[src/verilog/link_status_consts.vh]
`ifndef LINK_STATUS_CONSTS_VH
`define LINK_STATUS_CONSTS_VH

// ------------------------------------------------------------
// Register map
// ------------------------------------------------------------
`define ADDR_DEVICE_LINK_STATUS 16'h0008
`define ADDR_LINK_CONTROL       16'h0000

// ------------------------------------------------------------
// Status word fields
// ------------------------------------------------------------
`define BIT_DUPLEX_FULL   0
`define BIT_LINK_EST      1
`define BIT_TX_PAUSED     4
`define SPEED_LSB         6
`define SPEED_MSB         7

// ------------------------------------------------------------
// Control word fields
// ------------------------------------------------------------
`define CTL_SET_LINK_UP   0
`define CTL_FORCE_SPEED   1
`define CTL_FORCE_DUPLEX  2
`define CTL_AUTO_SPEED    3
`define CTL_FULL_DUPLEX   4
`define CTL_FLOW_EN       5
`define CTL_SPEED_LSB     8
`define CTL_SPEED_MSB     9
`define CTL_WRITE_MASK    32'h0000033F
`define CTL_RESET         32'h00000000

// ------------------------------------------------------------
// Speed codes
// ------------------------------------------------------------
`define SPEED_10          2'h0
`define SPEED_100         2'h1
`define SPEED_1000        2'h2

`endif

[src/verilog/link_status_register.v]
// Notes on behaviour
// - Status word read-only at 0x0008
// - Bit 0 shows duplex: MAC config if forced, else PHY duplex
// - Bit 1 high when link established
// - Link flag valid only with set-link-up
// - Link flag follows internal PHY link
// - Bits 3:2 and 5 reserved, read zero
// - Bit 4 set on XOFF with flow control
// - Bit 4 clears on timer expiry or XON
// - Bits 7:6 speed: 00/01/10 codes
// - Speed normally follows PHY speed indication
// - Forced speed shows MAC config, auto shows latched PHY speed
// - Auto speed latched once per link-up
`timescale 1ns/1ns
`include "link_status_consts.vh"

module link_status_register #(
    parameter ADDR_W = 16
) (
    input  wire              clk_sys_in,
    input  wire              rstn_in,
    input  wire [ADDR_W-1:0] addr_in,
    input  wire [31:0]       wdata_in,
    input  wire              wr_in,
    input  wire              rd_in,
    output reg  [31:0]       rdata_out,
    input  wire              phy_link_in,
    input  wire [1:0]        phy_speed_indication_in,
    input  wire              phy_duplex_in,
    input  wire              xoff_rx_in,
    input  wire              xon_rx_in,
    input  wire              pause_expired_in,
    output reg               duplex_full_flag_out,
    output reg               link_established_flag_out,
    output reg               tx_paused_flag_out,
    output reg  [1:0]        link_speed_out
);

// ------------------------------------------------------------
// Pin synchronisers (three stages, second and third agree)
// ------------------------------------------------------------
reg [2:0] link_sync;
reg [5:0] spd_sync;
reg [2:0] dup_sync;
reg       phy_link;
reg [1:0] phy_speed_indication;
reg       phy_duplex;

always @(posedge clk_sys_in or negedge rstn_in) begin
    if (!rstn_in) begin
        link_sync <= 3'h0;
    end else begin
        link_sync <= {link_sync[1:0], phy_link_in};
    end
end

always @(posedge clk_sys_in or negedge rstn_in) begin
    if (!rstn_in) begin
        spd_sync <= 6'h00;
    end else begin
        spd_sync <= {spd_sync[3:0], phy_speed_indication_in};
    end
end

always @(posedge clk_sys_in or negedge rstn_in) begin
    if (!rstn_in) begin
        dup_sync <= 3'h0;
    end else begin
        dup_sync <= {dup_sync[1:0], phy_duplex_in};
    end
end

// ------------------------------------------------------------
// Agree stage, stages two and three must match
// ------------------------------------------------------------

always @(posedge clk_sys_in or negedge rstn_in) begin
    if (!rstn_in) begin
        phy_link <= 1'b0;
    end else if (link_sync[2] == link_sync[1]) begin
        phy_link <= link_sync[2];
    end
end

always @(posedge clk_sys_in or negedge rstn_in) begin
    if (!rstn_in) begin
        phy_speed_indication <= 2'h0;
    end else if (spd_sync[5:4] == spd_sync[3:2]) begin
        phy_speed_indication <= spd_sync[5:4];
    end
end

always @(posedge clk_sys_in or negedge rstn_in) begin
    if (!rstn_in) begin
        phy_duplex <= 1'b0;
    end else if (dup_sync[2] == dup_sync[1]) begin
        phy_duplex <= dup_sync[2];
    end
end

// ------------------------------------------------------------
// Control register
// ------------------------------------------------------------
reg  [31:0] link_control;

// ------------------------------------------------------------
// Control fields
// ------------------------------------------------------------
wire        set_link_up_ctl = link_control[`CTL_SET_LINK_UP];
wire        force_speed     = link_control[`CTL_FORCE_SPEED];
wire        force_duplex    = link_control[`CTL_FORCE_DUPLEX];
wire        auto_speed      = link_control[`CTL_AUTO_SPEED];
wire        flow_en         = link_control[`CTL_FLOW_EN];
wire [1:0]  ctl_speed       = link_control[`CTL_SPEED_MSB:`CTL_SPEED_LSB];

always @(posedge clk_sys_in or negedge rstn_in) begin
    if (!rstn_in) begin
        link_control <= `CTL_RESET;
    end else if (wr_in && is_control_addr(addr_in)) begin
        link_control <= wdata_in & `CTL_WRITE_MASK;
    end
end

// ------------------------------------------------------------
// Address decode
// ------------------------------------------------------------

function is_control_addr;
    input [ADDR_W-1:0] addr;
    begin
        is_control_addr = (addr == `ADDR_LINK_CONTROL);
    end
endfunction

function is_status_addr;
    input [ADDR_W-1:0] addr;
    begin
        is_status_addr = (addr == `ADDR_DEVICE_LINK_STATUS);
    end
endfunction

// ------------------------------------------------------------
// Field selection
// ------------------------------------------------------------

function [1:0] legal_speed;
    input [1:0] code;
    begin
        if (code == 2'h3) begin
            legal_speed = `SPEED_1000;
        end else begin
            legal_speed = code;
        end
    end
endfunction

function [1:0] pick_speed;
    input       forced;
    input       auto;
    input [1:0] forced_code;
    input [1:0] auto_code;
    input [1:0] phy_code;
    begin
        if (forced) begin
            pick_speed = forced_code;
        end else if (auto) begin
            pick_speed = auto_code;
        end else begin
            pick_speed = phy_code;
        end
        pick_speed = legal_speed(pick_speed);
    end
endfunction

function pick_duplex;
    input forced;
    input forced_val;
    input phy_val;
    begin
        if (forced) begin
            pick_duplex = forced_val;
        end else begin
            pick_duplex = phy_val;
        end
    end
endfunction

function link_flag;
    input ctl_up;
    input phy_up;
    begin
        link_flag = ctl_up & phy_up;
    end
endfunction

function pause_next;
    input current;
    input enabled;
    input xoff;
    input xon;
    input expired;
    begin
        pause_next = current;
        if (xon || expired || !enabled) begin
            pause_next = 1'b0;
        end else if (xoff) begin
            pause_next = 1'b1;
        end
    end
endfunction

// ------------------------------------------------------------
// Status packing
// ------------------------------------------------------------

function [31:0] pack_status;
    input       duplex;
    input       link;
    input       paused;
    input [1:0] speed;
    begin
        pack_status = 32'h00000000;
        pack_status[`BIT_DUPLEX_FULL] = duplex;
        pack_status[`BIT_LINK_EST] = link;
        pack_status[`BIT_TX_PAUSED] = paused;
        pack_status[`SPEED_MSB:`SPEED_LSB] = speed;
    end
endfunction

// ------------------------------------------------------------
// Auto speed capture, once per link-up
// ------------------------------------------------------------
reg       auto_done;
reg [1:0] auto_speed_val;

always @(posedge clk_sys_in or negedge rstn_in) begin
    if (!rstn_in) begin
        auto_done <= 1'b0;
    end else if (!phy_link) begin
        auto_done <= 1'b0;
    end else if (auto_speed) begin
        auto_done <= 1'b1;
    end
end

always @(posedge clk_sys_in or negedge rstn_in) begin
    if (!rstn_in) begin
        auto_speed_val <= `SPEED_10;
    end else if (phy_link && auto_speed && !auto_done) begin
        auto_speed_val <= legal_speed(phy_speed_indication);
    end
end

// ------------------------------------------------------------
// Status fields
// ------------------------------------------------------------
reg [1:0] next_speed;
reg       next_duplex;
reg       next_link;
reg       next_paused;

// ------------------------------------------------------------
// Speed, duplex and link select
// ------------------------------------------------------------

always @* begin
    next_speed = pick_speed(force_speed, auto_speed, ctl_speed, auto_speed_val,
                            phy_speed_indication);
end

always @* begin
    next_duplex = pick_duplex(force_duplex, link_control[`CTL_FULL_DUPLEX], phy_duplex);
    next_link   = link_flag(set_link_up_ctl, phy_link);
end

// ------------------------------------------------------------
// Pause flag, a clear beats a set in one cycle
// ------------------------------------------------------------

always @* begin
    next_paused = pause_next(tx_paused_flag_out, flow_en, xoff_rx_in, xon_rx_in,
                             pause_expired_in);
end

// ------------------------------------------------------------
// Status registers
// ------------------------------------------------------------

always @(posedge clk_sys_in or negedge rstn_in) begin
    if (!rstn_in) begin
        duplex_full_flag_out <= 1'b0;
    end else begin
        duplex_full_flag_out <= next_duplex;
    end
end

always @(posedge clk_sys_in or negedge rstn_in) begin
    if (!rstn_in) begin
        link_established_flag_out <= 1'b0;
    end else begin
        link_established_flag_out <= next_link;
    end
end

always @(posedge clk_sys_in or negedge rstn_in) begin
    if (!rstn_in) begin
        tx_paused_flag_out <= 1'b0;
    end else begin
        tx_paused_flag_out <= next_paused;
    end
end

always @(posedge clk_sys_in or negedge rstn_in) begin
    if (!rstn_in) begin
        link_speed_out <= `SPEED_10;
    end else begin
        link_speed_out <= next_speed;
    end
end

// ------------------------------------------------------------
// Read port
// ------------------------------------------------------------
reg [31:0] status_word;

always @* begin
    status_word = pack_status(duplex_full_flag_out, link_established_flag_out,
                              tx_paused_flag_out, link_speed_out);
end

always @(posedge clk_sys_in or negedge rstn_in) begin
    if (!rstn_in) begin
        rdata_out <= 32'h00000000;
    end else if (rd_in && is_status_addr(addr_in)) begin
        rdata_out <= status_word;
    end else if (rd_in && is_control_addr(addr_in)) begin
        rdata_out <= link_control;
    end else begin
        rdata_out <= 32'h00000000;
    end
end

endmodule // link_status_register

[config.mk]
export PLATFORM = sky130hd
export DESIGN_NAME = link_status_register
export DESIGN_NICKNAME = d
export VERILOG_FILES = /design/src/verilog/link_status_register.v
export VERILOG_INCLUDE_DIRS = /design/src /design/src/verilog
export SDC_FILE = /design/constraint.sdc
export NUM_CORES = 1
export LEC_CHECK = 0
export BUFFER_PORTS_ARGS = -buffer_cell sky130_fd_sc_hd__buf_2
export CORE_ASPECT_RATIO = 0.5
export CORE_MARGIN = 5
export CORE_UTILIZATION = 43
export CTS_CLUSTER_DIAMETER = 100
export DETAILED_ROUTE_END_ITERATION = 7
export PLACE_DENSITY = 0.87
export SYNTH_ARGS = -nofsm -noshare
export SYNTH_HDL_FRONTEND = slang
export SYNTH_SLANG_ARGS = --single-unit
[constraint.sdc]
create_clock -name clk_sys_in -period 1.6 [get_ports clk_sys_in]
set_clock_uncertainty 0.15 [all_clocks]
set_input_delay 0.16 -clock clk_sys_in [delete_from_list [all_inputs] [get_ports clk_sys_in]]
set_output_delay 0.16 -clock clk_sys_in [all_outputs]
set_load 0.05 [all_outputs]
# Word level (Yosys, flattened, before mapping)
# Cells that the tools add are included.
[totals]
out_inout_bits = 37
register_bits = 64
[classes]
eq_ne = 7
mux = 11
n_reduce_logical = 11
n_bitwise = 1
[ops]
columns = ["op", "count"]
rows = [
  ["32-bit 2-to-1 mux", 1],
  ["16-bit by 4-bit equality test with 1-bit output, second input constant", 1],
  ["16-bit logical NOT", 1],
  ["10-bit 2-to-1 mux", 1],
  ["2-bit 2-to-1 mux", 4],
  ["1-bit logical AND", 5],
  ["1-bit 2-to-1 mux", 5],
  ["2-bit equality test, second input constant", 2],
  ["1-bit equality test", 2],
  ["2-bit equality test", 1],
  ["1-bit logical NOT", 2],
  ["1-bit logical OR", 2],
  ["2-bit by 1-bit inequality test with 1-bit output, second input constant", 1],
  ["2-bit nonzero test", 1],
  ["1-bit bitwise AND", 1],
]

# Longest topological paths before layout
# Gate-level depths: netlist of the first run.
[depth]
depth_word = 4
depth_mapped = 4
depth_no_buf = 4

# Worst setup path after synthesis of the first run
# No wires, ideal clock.
[synth_path]
path_type = "input -> register"
startpoint = "input addr_in[5]"
endpoint = "register link_control[0]"
stages = 4
setup_ns = 0.125
required_time_ns = 1.325
path_buffers = 0
t_arrival_ns = 1.366
path_slack_ns = -0.041
path_cell_list = "nor4_1 -> nand4_1 -> nor3b_4 -> mux2_2"
[synth_between]
elab_chain_len = 2
[synth_rtl]
columns = ["element", "line", "text"]
rows = [
  ["from (decl)", "link_status_register.v:22", "input wire [ADDR_W-1:0] addr_in,"],
  ["16-bit logical NOT (no source line)", "--", ""],
  ["1-bit logical AND", "link_status_register.v:119", "end else if (wr_in && is_control_addr(addr_in)) begin"],
  ["to (signal assigned)", "link_status_register.v:118", "link_control <= `CTL_RESET;"],
  ["to (signal assigned)", "link_status_register.v:120", "link_control <= wdata_in & `CTL_WRITE_MASK;"],
  ["to (decl)", "link_status_register.v:104", "reg [31:0] link_control;"],
]
# Every way passes these cells.
# A chain may end at the register's enable or synchronous reset.

# Worst setup path in the final report of the first run
[layout_path]
startpoint = "input xon_rx_in"
endpoint = "register tx_paused_flag_out"
[layout_between]
elab_chain_len = 3
word_cells_on_any_way = 4
classes_between = "mux (1); reduce/logical (3)"
[layout_rtl]
columns = ["element", "line", "text"]
rows = [
  ["from (decl)", "link_status_register.v:31", "input wire xon_rx_in,"],
  ["1-bit logical OR (*) (2 in series)", "link_status_register.v:204", "if (xon || expired || !enabled) begin"],
  ["1-bit 2-to-1 mux / 2-bit nonzero test (equally long branches)", "--", ""],
  ["to (signal assigned)", "link_status_register.v:309", "tx_paused_flag_out <= next_paused;"],
  ["to (decl)", "link_status_register.v:35", "output reg tx_paused_flag_out,"],
]
# Mark *: on every way between the ends. The rest lies on a longest branch, timed or not.

==> reports/results.ini, run 1 <==
[timing]
worst_slack_ns = 0.0520
tightestPinTransition_ns = 0.518
rsz0062_at_grt = false
max_slew_margin = 0.655
finalCritPeriodShare = 0.968
timing.final.hold_violations = 0
maxSlewViolCount = 0
fmax_mhz = 646
period_minus_slack_ns = 1.55
setup_viol = 0

[finish]
area_growth_pct = 32.5
mostFrequentLayoutCells = buf_2 (49), dfrtp_1 (42), conb_1 (22)
fillers = 262
mostFrequentLayoutCell = buf_2
drive_gt1_frac = 0.419
fin_nets = 256
n_antenna_cell = 0
fin_cells = 249

[global_route]
grtUsageTotal = 0.139
overflow = 0
first_global_vias = 1135
grt_max_degree = 43
antenna_found_initial = 0
grt_pass1_wl_um = 5370

[run_status]
status = finished clean

[logic_synthesis]
synth_area_per_cell_um2 = 13.6
yosys_warnings = 0
yosysSeqAreaShare = 0.639
netlist_area_um2 = 1640
syn_inst = 121
synth_cell_types = 23
ys_seq_elements = 42

[pwr]
p_leak_nw = 1.14
power_mw = 2.19
ir_worst_vdd_mv = 0.389
power-per-cell-area_nw_per_um2 = 1010

[floorplan]
die-area_um2 = 5240
ioPinCount = 96
rows = 15
die_x_um = 97.4
die_h_um = 53.7
start_util = 0.463
core-area_um2 = 3550

[routing]
wl_per_cell_um = 13.3
vias = 1125
drt-initial-drc-count = 20
wl_um = 3320
antenna_left = 0
dr.pass1.iters = 4
drc = 0
via_per_inst = 4.52

[setup_path]
cpMostUsedCell = dlygate4sd3_1
critPathMaxFanout = 1
slowest_delay_ns = 0.57
path_cells = dlygate4sd3_1, buf_2, nor4b_2, dlygate4sd3_1
crit_required_ns = 1.68
critPathLaunchType = input pin
r2r-start = tx_paused_flag_out$_DFFE_PN0P_
r2r_slack_ns = 0.18
end_kind = flip-flop
critPathKind = in -> reg
reg2reg_depth = 3
critPathSlowestCell = dlygate4sd3_1
critical_path_arrival_ns = 1.62
reg2reg_to = tx_paused_flag_out$_DFFE_PN0P_

[clock_network]
clockBufferDepth = 2
cts-root-buf = clkbuf_8
clkSinkCount = 42
cts_buffers = 5
h-tree-depth = 2
cts_tree = built
path_clk_slew_ns = 0.07
clk_latency_ns = 0.29

[min_path]
hold_start = dup_sync[0]$_DFF_PN0_
hold_path_end = dup_sync[1]$_DFF_PN0_
hold_path_depth = 0
min_path_type = reg -> reg

[placed_design]
dpl_worst_slack_ns = -0.167
placedCellCount = 226
port_buffers = 49
place_congestion = 0.772
place_hpwl_um = 2360

[flow_run]
drv_cap = 0

==> logic make-up after synthesis <==
family | count (synthesis) | synth area share
multiplexers | 12 | 0.0807
other | 1 | 0.00228
XOR/XNOR | 2 | 0.0107
AO/OA/AOI/OAI | 11 | 0.0441
adder cells (fa/ha/maj) | 2 | 0.0122
AND/OR/NAND/NOR | 29 | 0.110
flip-flops | 42 | 0.639
buffers and inverters | 22 | 0.100
==> sequential cells by signal (all words and copies together), names as in the netlist <==
| signal | flops |
|---|---|
| link_established_flag_out | 1 |
| tx_paused_flag_out | 1 |
| spd_sync | 6 |
| link_sync | 3 |
| duplex_full_flag_out | 1 |
| link_speed_out | 2 |
| phy_speed_indication | 2 |
| auto_done | 1 |
| rdata_out | 10 |
| link_control | 8 |
| auto_speed_val | 2 |
| dup_sync | 3 |
| phy_duplex | 1 |
| link_flag.phy_up | 1 |
==> per-layer routing <==
| layer | share of wire | vias to the layer above | track usage |
|---|---|---|---|
| met1 | 0.37 | 535 | 0.137 |
| met4 | 0.024 | 0 | 0.0828 |
| met2 | 0.49 | 63 | 0.256 |
| li1 | - | 517 | - |
| met3 | 0.12 | 10 | 0.0569 |
| met5 | 0 | - | 0 |
==> cell type report <==
class                           count  area (µm²)  share of cell area
Clock buffer                        8         110              0.0505
Multi-Input combinational cell     78         513               0.235
Sequential cell                    42        1050               0.482
Tap cell                           51        63.8              0.0293
Timing Repair Buffer               70         440               0.202
==> power breakdown <==
part,total (mW),internal (mW),switching [mW]
sequential,1.12,1.10,0.0255
combinational,0.299,0.0852,0.214
clock,0.767,0.435,0.332
total,2.19,1.62,0.571
==> metrics by stage <==
| step | area (µm²) | TNS, ns | hold slack (ns) | utilization |
|---|---|---|---|---|
| after floorplan | 1720 | -0.152 | -0.286 | - |
| after global placement | 1910 | -1.39 | 0.0928 | 0.539 |
| after detailed placement | 1910 | -1.68 | 0.100 | 0.539 |
| after CTS | 2170 | 0 | 0.201 | 0.612 |
| after global routing | 2180 | 0 | 0.206 | 0.614 |
| final | 2180 | 0 | 0.200 | 0.614 |
==> synth_stat cells <==
library cell	number	share of area
nand3b_1	1	0.0046
maj3_1	2	0.012
nor3b_4	1	0.011
mux2_2	10	0.068
nor3b_1	1	0.0046
nor4b_1	1	0.0053
mux2i_1	2	0.012
o21ai_0	2	0.0061
xnor2_1	2	0.011
nor4_1	3	0.011
a22o_2	3	0.018
o21a_1	1	0.0046
and2_1	3	0.011
nor2_1	6	0.014
buf_4	22	0.10
and2_2	5	0.023
nand4_1	1	0.0038
conb_1	1	0.0023
dfrtp_1	42	0.64
nor3_1	1	0.0030
a21oi_1	5	0.015
nand2b_1	3	0.011
nand2_1	3	0.0068
==> worst max-delay path by stage <==
stage / from / endpoint / slack [ns] / depth (start not counted)
floorplan: addr_in[5] / link_control[0]$_DFFE_PN0P_ / -0.02 / 4
global placement: addr_in[5] / link_control[2]$_DFFE_PN0P_ / -0.15 / 6
detailed placement: addr_in[1] / link_control[0]$_DFFE_PN0P_ / -0.17 / 6
CTS: xon_rx_in / tx_paused_flag_out$_DFFE_PN0P_ / 0.06 / 4
global route: xon_rx_in / tx_paused_flag_out$_DFFE_PN0P_ / 0.02 / 4
finish: xon_rx_in / tx_paused_flag_out$_DFFE_PN0P_ / 0.05 / 4
==> worst max-delay path, delay by kind of cell <==
kind	cells	cell delay, ns
buffers and inverters	3	1.23
AND/OR/NAND/NOR	1	0.23
==> what timing repair did <==
item | in CTS | in global routing
hold endpoints to repair | 55 | 0
resized for setup | 0 | 1
buffers inserted | 0 | 0
endpoints found under the setup margin | 0 | 1
hold buffers | 15 | 0
Power figures use the tool's default switching activity.
==> inputs of run 2 (changes only) <==
- CELL_PAD_IN_SITES_DETAIL_PLACEMENT: default -> 0
- CELL_PAD_IN_SITES_GLOBAL_PLACEMENT: default -> 1
- CORE_UTILIZATION: 43 -> 32
- PLACE_DENSITY: 0.87 -> 0.86
==> run 2 against run 1 <==
Flip-flop and latch count unchanged. Non-clock buffer count unchanged. Clock power up 3.5%. Global-route usage down 3.9 points. Power up 1.5%. Critical path depth up 2. Cell area up 1.9%. Sequential share of layout area down 0.90 points. Hold slack worse by 0.025 ns. Setup slack better by 0.045 ns. Critical endpoint is now link_control[2]$_DFFE_PN0P_.
==> reports/results.ini, run 2 (same netlist as run 1, synthesis figures left out) <==
[routing]
drc = 0  ; unchanged
dr.pass1.iters = 4  ; unchanged
wl_um = 3210  ; -3.3%
drt-initial-drc-count = 20  ; unchanged
antenna_left = 0  ; unchanged
via_per_inst = 4.04  ; -11%
vias = 1083  ; -3.7%
wl_per_cell_um = 12.0  ; -10%

[finish]
fin_cells = 268  ; +7.6%
largest_register_ffs = 10  ; unchanged
area_growth_pct = 35.0
regMostFlops = rdata_out
reg_top3 = rdata_out: 10 flops, link_control: 8 flops, spd_sync: 6 flops
finish.instance_area_um2 = 2220  ; +1.9%
fin_nets = 256  ; unchanged
mostFrequentLayoutCells = buf_2 (49), dfrtp_1 (42), conb_1 (22)
mostFrequentLayoutCell = buf_2
drive_gt1_frac = 0.399  ; -0.0202
regArea_um2 = 1050  ; unchanged
multi_input_area_um2 = 507  ; -1.2%
fillers = 452  ; +73%
n_antenna_cell = 0  ; unchanged

[clock_network]
cts_tree = built
clockBufferDepth = 2  ; unchanged
cts-root-buf = clkbuf_8
path_clk_slew_ns = 0.08  ; about the same
cts_buffers = 5  ; unchanged
clkSinkCount = 42  ; unchanged
h-tree-depth = 2  ; unchanged
post_cts_resized = 0  ; unchanged
clk_latency_ns = 0.28  ; about the same

[setup_path]
r2r-start = link_control[3]$_DFFE_PN0P_
critPathLaunchType = input pin
reg2reg_to = auto_speed_val[1]$_DFFE_PN0P_
critical_path_arrival_ns = 1.51  ; -0.11 ns
critPathSlowestCell = mux2_2
crit_required_ns = 1.61  ; -0.07 ns
critPathKind = in -> reg
r2r_slack_ns = 0.38  ; +0.20 ns
reg2reg_depth = 2  ; -1
path_delay_family = simple AND/OR/NAND/NOR gates
slowest_delay_ns = 0.34  ; -0.23 ns
critPathMaxFanout = 8  ; +7
path_cells = buf_2, nor4_1, nand4_1, nor3b_4, buf_12, mux2_2
end_kind = flip-flop
cp.buffers_inverters = 2  ; -1

[timing]
period_minus_slack_ns = 1.50  ; -0.0453 ns
finalCritPeriodShare = 0.939  ; -0.0283
maxSlewViolCount = 0  ; unchanged
setup_viol = 0  ; unchanged
timing.final.hold_violations = 0  ; unchanged
rsz0062_at_grt = false
hold_slack_ns = 0.175  ; -0.0253 ns
fmax_mhz = 665  ; +3.0%
tns_ns = 0  ; unchanged

[run_status]
status = finished clean

[placed_design]
placedCellCount = 244  ; +8.0%
place_congestion = 0.763  ; -1.2%
dpl_cell_area_um2 = 1950  ; +2.2%
port_buffers = 49  ; unchanged
place_hpwl_um = 2330  ; -1.3%

[floorplan]
core-area_um2 = 4950  ; +40%
start_util = 0.332  ; -0.132
die_x_um = 111  ; +14%
die_h_um = 60.7  ; +13%
rows = 18  ; +3
ioPinCount = 96  ; unchanged
die-area_um2 = 6760  ; +29%

[global_route]
overflow = 0  ; unchanged
grt_max_degree = 28  ; -35%
grtUsageTotal = 0.0998  ; -0.0388
grt_pass1_wl_um = 5270  ; -1.8%
antenna_found_initial = 0  ; unchanged
first_global_vias = 1112  ; -2.0%

[flow_run]
drv_cap = 0  ; unchanged

[pwr]
p_leak_nw = 1.13  ; -0.19%
power-per-cell-area_nw_per_um2 = 1000  ; -0.42%
ir_worst_vdd_mv = 0.401  ; +3.0%

[min_path]
min_path_type = in -> async

## run 2: cell types whose count changed in the layout (fill, tap and decap cells not counted)
| cell | change |
|---|---|
| bufinv_16 | +1 |
| buf_12 | +2 |
| clkbuf_8 | -3 |
| buf_4 | -3 |
| nor4b_1 | +1 |
| nor4b_2 | -1 |
| dlygate4sd3_1 | +1 |
| clkbuf_1 | +2 |
## run 2: worst register-to-register path, delay by kind of cell (launching register included)
family           cells  cell delay, ns
DFF                  1            0.45
muxes                1            0.35
and+or+nand+nor      1            0.16
## run 2: per-stage QoR
step	utilization	setup WS (ns)	power [mW]
2_1_floorplan	-	-0.0190	1.37
3_3_place_gp	0.394	-0.159	1.41
3_5_place_dp	0.394	-0.190	1.42
4_1_cts	0.448	0.0935	2.24
5_1_grt	0.448	0.00872	2.33
6_report	0.448	0.0973	2.22
## run 2: final cells by class
cell class | count | area share
clock buffer | 7 | 0.0344
clock inverter | 1 | 0.0135
multi-input combinational | 78 | 0.228
sequential | 42 | 0.474
tap | 70 | 0.0395
timing repair buffer | 70 | 0.211
## run 2: timing repair
action | in CTS | in global routing
hold endpoints to repair | 55 | 0
endpoints found under the setup margin | 0 | 0
hold buffers | 16 | 0
setup buffers | 0 | 0
## run 2: where the power goes
part / total, mW / internal (mW) / switching, mW
Sequential: 1.13 / 1.10 / 0.0269
Clock: 0.794 / 0.467 / 0.327
Combinational: 0.303 / 0.0915 / 0.211
## run 2: worst max-delay path by stage
stage / start / to / slack [ns] / cells past startpoint
6_report: addr_in[1] / link_control[2]$_DFFE_PN0P_ / 0.1 / 6
5_1_grt: addr_in[9] / link_control[2]$_DFFE_PN0P_ / 0.009 / 6
4_1_cts: addr_in[5] / link_control[2]$_DFFE_PN0P_ / 0.09 / 6
3_5_place_dp: addr_in[5] / link_control[2]$_DFFE_PN0P_ / -0.19 / 6
3_3_place_gp: addr_in[9] / link_control[2]$_DFFE_PN0P_ / -0.16 / 6
2_1_floorplan: addr_in[5] / link_control[0]$_DFFE_PN0P_ / -0.02 / 4
## run 2: per-layer routing
layer | up-vias | part of all wire | track usage
li1 | 517 | - | -
met1 | 510 | 0.42 | 0.120
met2 | 52 | 0.47 | 0.171
met3 | 4 | 0.089 | 0.0309
met4 | 0 | 0.017 | 0.0451
met5 | - | 0 | 0
==> inputs of run 3 (changes only) <==
- CELL_PAD_IN_SITES_DETAIL_PLACEMENT: 0 -> default
- CELL_PAD_IN_SITES_GLOBAL_PLACEMENT: 1 -> default
- CORE_UTILIZATION: 32 -> 43
- PLACE_DENSITY: 0.86 -> default
- PLACE_DENSITY_LB_ADDON: default -> 0.15
==> run 3 against run 2 <==
Sequential share of layout area rose by 0.93 points. Final cell count shrank 7.5%. Global-route usage up 2.5 points. Count of clock-buffer cells in the layout did not move. Via count decreased by 2.2%. Cell area shrank 1.9%. First-iteration DRC count grew 10%.
==> reports/results.ini, run 3 (same netlist as run 1, synthesis figures left out) <==
[run_status]
status = finished clean

[clock_network]
clkSinkCount = 42  ; unchanged
cts_tree = built
cts-root-buf = clkbuf_8
post_cts_buffers = 0  ; unchanged
cts_buffers = 5  ; unchanged
path_clk_slew_ns = 0.07  ; about the same
clockBufferDepth = 2  ; unchanged
h-tree-depth = 2  ; unchanged
clk_latency_ns = 0.29  ; about the same

[min_path]
hold_path_end = dup_sync[1]$_DFF_PN0_
hold_path_depth = 0
min_path_type = reg -> reg
hold_start = dup_sync[0]$_DFF_PN0_

[setup_path]
reg2reg_depth = 3  ; +1
crit_required_ns = 1.68  ; +0.07 ns
r2r-start = tx_paused_flag_out$_DFFE_PN0P_
reg2reg_to = tx_paused_flag_out$_DFFE_PN0P_
critical_path_arrival_ns = 1.65  ; +0.14 ns
critPathLaunchType = input pin
critPathMaxFanout = 1  ; -7
r2r_slack_ns = 0.16  ; -0.22 ns
end_kind = flip-flop
critPathKind = in -> reg

[placed_design]
port_buffers = 49  ; unchanged
dpl_cell_area_um2 = 1930  ; -1.2%
dpl_worst_slack_ns = -0.178  ; +0.0116 ns
place_congestion = 0.770  ; +1.0%
place_hpwl_um = 2150  ; -7.7%

[floorplan]
die_x_um = 97.4  ; -13%
die_h_um = 53.7  ; -11%
start_util = 0.463  ; +0.132
die-area_um2 = 5240  ; -23%
rows = 15  ; -3
ioPinCount = 96  ; unchanged
core-area_um2 = 3550  ; -28%

[finish]
mostFrequentLayoutCells = buf_2 (49), dfrtp_1 (42), conb_1 (22)
regMostFlops = rdata_out
largest_register_ffs = 10  ; unchanged
finish.instance_area_um2 = 2180  ; -1.9%
drive_gt1_frac = 0.411  ; +0.0122
fin_nets = 255  ; -0.39%
reg_top3 = rdata_out: 10 flops, link_control: 8 flops, spd_sync: 6 flops
area_growth_pct = 32.4
n_antenna_cell = 0  ; unchanged
mostFrequentLayoutCell = buf_2

[timing]
worst_slack_ns = 0.0268  ; -0.0705 ns
setup_viol = 0  ; unchanged
max_slew_margin = 0.656
finalCritPeriodShare = 0.983  ; +0.0441
period_minus_slack_ns = 1.57  ; +0.0705 ns
fmax_mhz = 636  ; -4.5%
timing.final.hold_violations = 0  ; unchanged
tightestPinTransition_ns = 0.516
maxSlewViolCount = 0  ; unchanged
hold_slack_ns = 0.201  ; +0.0258 ns

[routing]
wl_um = 2970  ; -7.4%
drc = 0  ; unchanged
antenna_left = 0  ; unchanged
drt-initial-drc-count = 22  ; +10%
wl_per_cell_um = 12.0  ; about the same
dr.pass1.iters = 3  ; -1
vias = 1059  ; -2.2%
via_per_inst = 4.27  ; +5.7%

[global_route]
first_global_vias = 1096  ; -1.4%
grtUsageTotal = 0.124  ; +0.0247
antenna_found_initial = 0  ; unchanged
overflow = 0  ; unchanged
grt_pass1_wl_um = 4860  ; -7.7%
grt_max_degree = 23  ; -18%

[pwr]
power-per-cell-area_nw_per_um2 = 968  ; -3.3%
p_leak_nw = 1.13  ; -0.47%
ir_worst_vdd_mv = 0.499  ; +24%

[flow_run]
drv_cap = 0  ; unchanged

-- run 3: final cells by class --
class                           count  area, µm²
Sequential cell                    42       1050
Timing Repair Buffer               69        458
Multi-Input combinational cell     78        513
Clock inverter                      1       5.00
Clock buffer                        7       86.3
Tap cell                           51       63.8
Fill cell                         280       1370
-- run 3: through the flow --
stage	power [mW]	utilization	TNS [ns]	cells
2_1_floorplan	1.37	-	-0.152	142
3_3_place_gp	1.41	0.544	-1.88	225
3_5_place_dp	1.42	0.544	-1.84	225
4_1_cts	2.13	0.612	0	248
5_1_grt	2.20	0.614	-0.00357	248
6_report	2.11	0.614	0	248
-- run 3: power by group --
| group | internal, mW | switching, mW | leakage [nW] |
|---|---|---|---|
| Clock | 0.348 | 0.338 | 0.0482 |
| Combinational | 0.0884 | 0.211 | 0.532 |
| Sequential | 1.10 | 0.0234 | 0.548 |
| Total | 1.53 | 0.572 | 1.13 |
-- run 3: how the worst max path moves through the flow --
stage	from	end	cells after the start
2_1_floorplan	addr_in[5]	link_control[0]$_DFFE_PN0P_	4
3_3_place_gp	addr_in[5]	link_control[5]$_DFFE_PN0P_	6
3_5_place_dp	addr_in[1]	link_control[2]$_DFFE_PN0P_	6
4_1_cts	xon_rx_in	tx_paused_flag_out$_DFFE_PN0P_	4
5_1_grt	xon_rx_in	tx_paused_flag_out$_DFFE_PN0P_	4
6_report	xon_rx_in	tx_paused_flag_out$_DFFE_PN0P_	4
-- run 3: layer usage --
metal  vias up  part of all wire  GRT usage
met5         -                 0          0
li1        516                 -          -
met2        63              0.40      0.206
met1       471              0.44      0.136
met3         9              0.13     0.0556
met4         0             0.029     0.0782
-- run 3: worst max-delay path, stage by stage --
cell and delay, ns:
dlygate4sd3_1 0.54, buf_2 0.13, nor4b_2 0.24, dlygate4sd3_1 0.58
-- run 3: repair_timing --
action / in CTS / in global routing
gates resized for setup: 0 / 1
hold buffers: 15 / 0
setup endpoints to repair: 0 / 1
endpoints found under the hold margin: 34 / 0
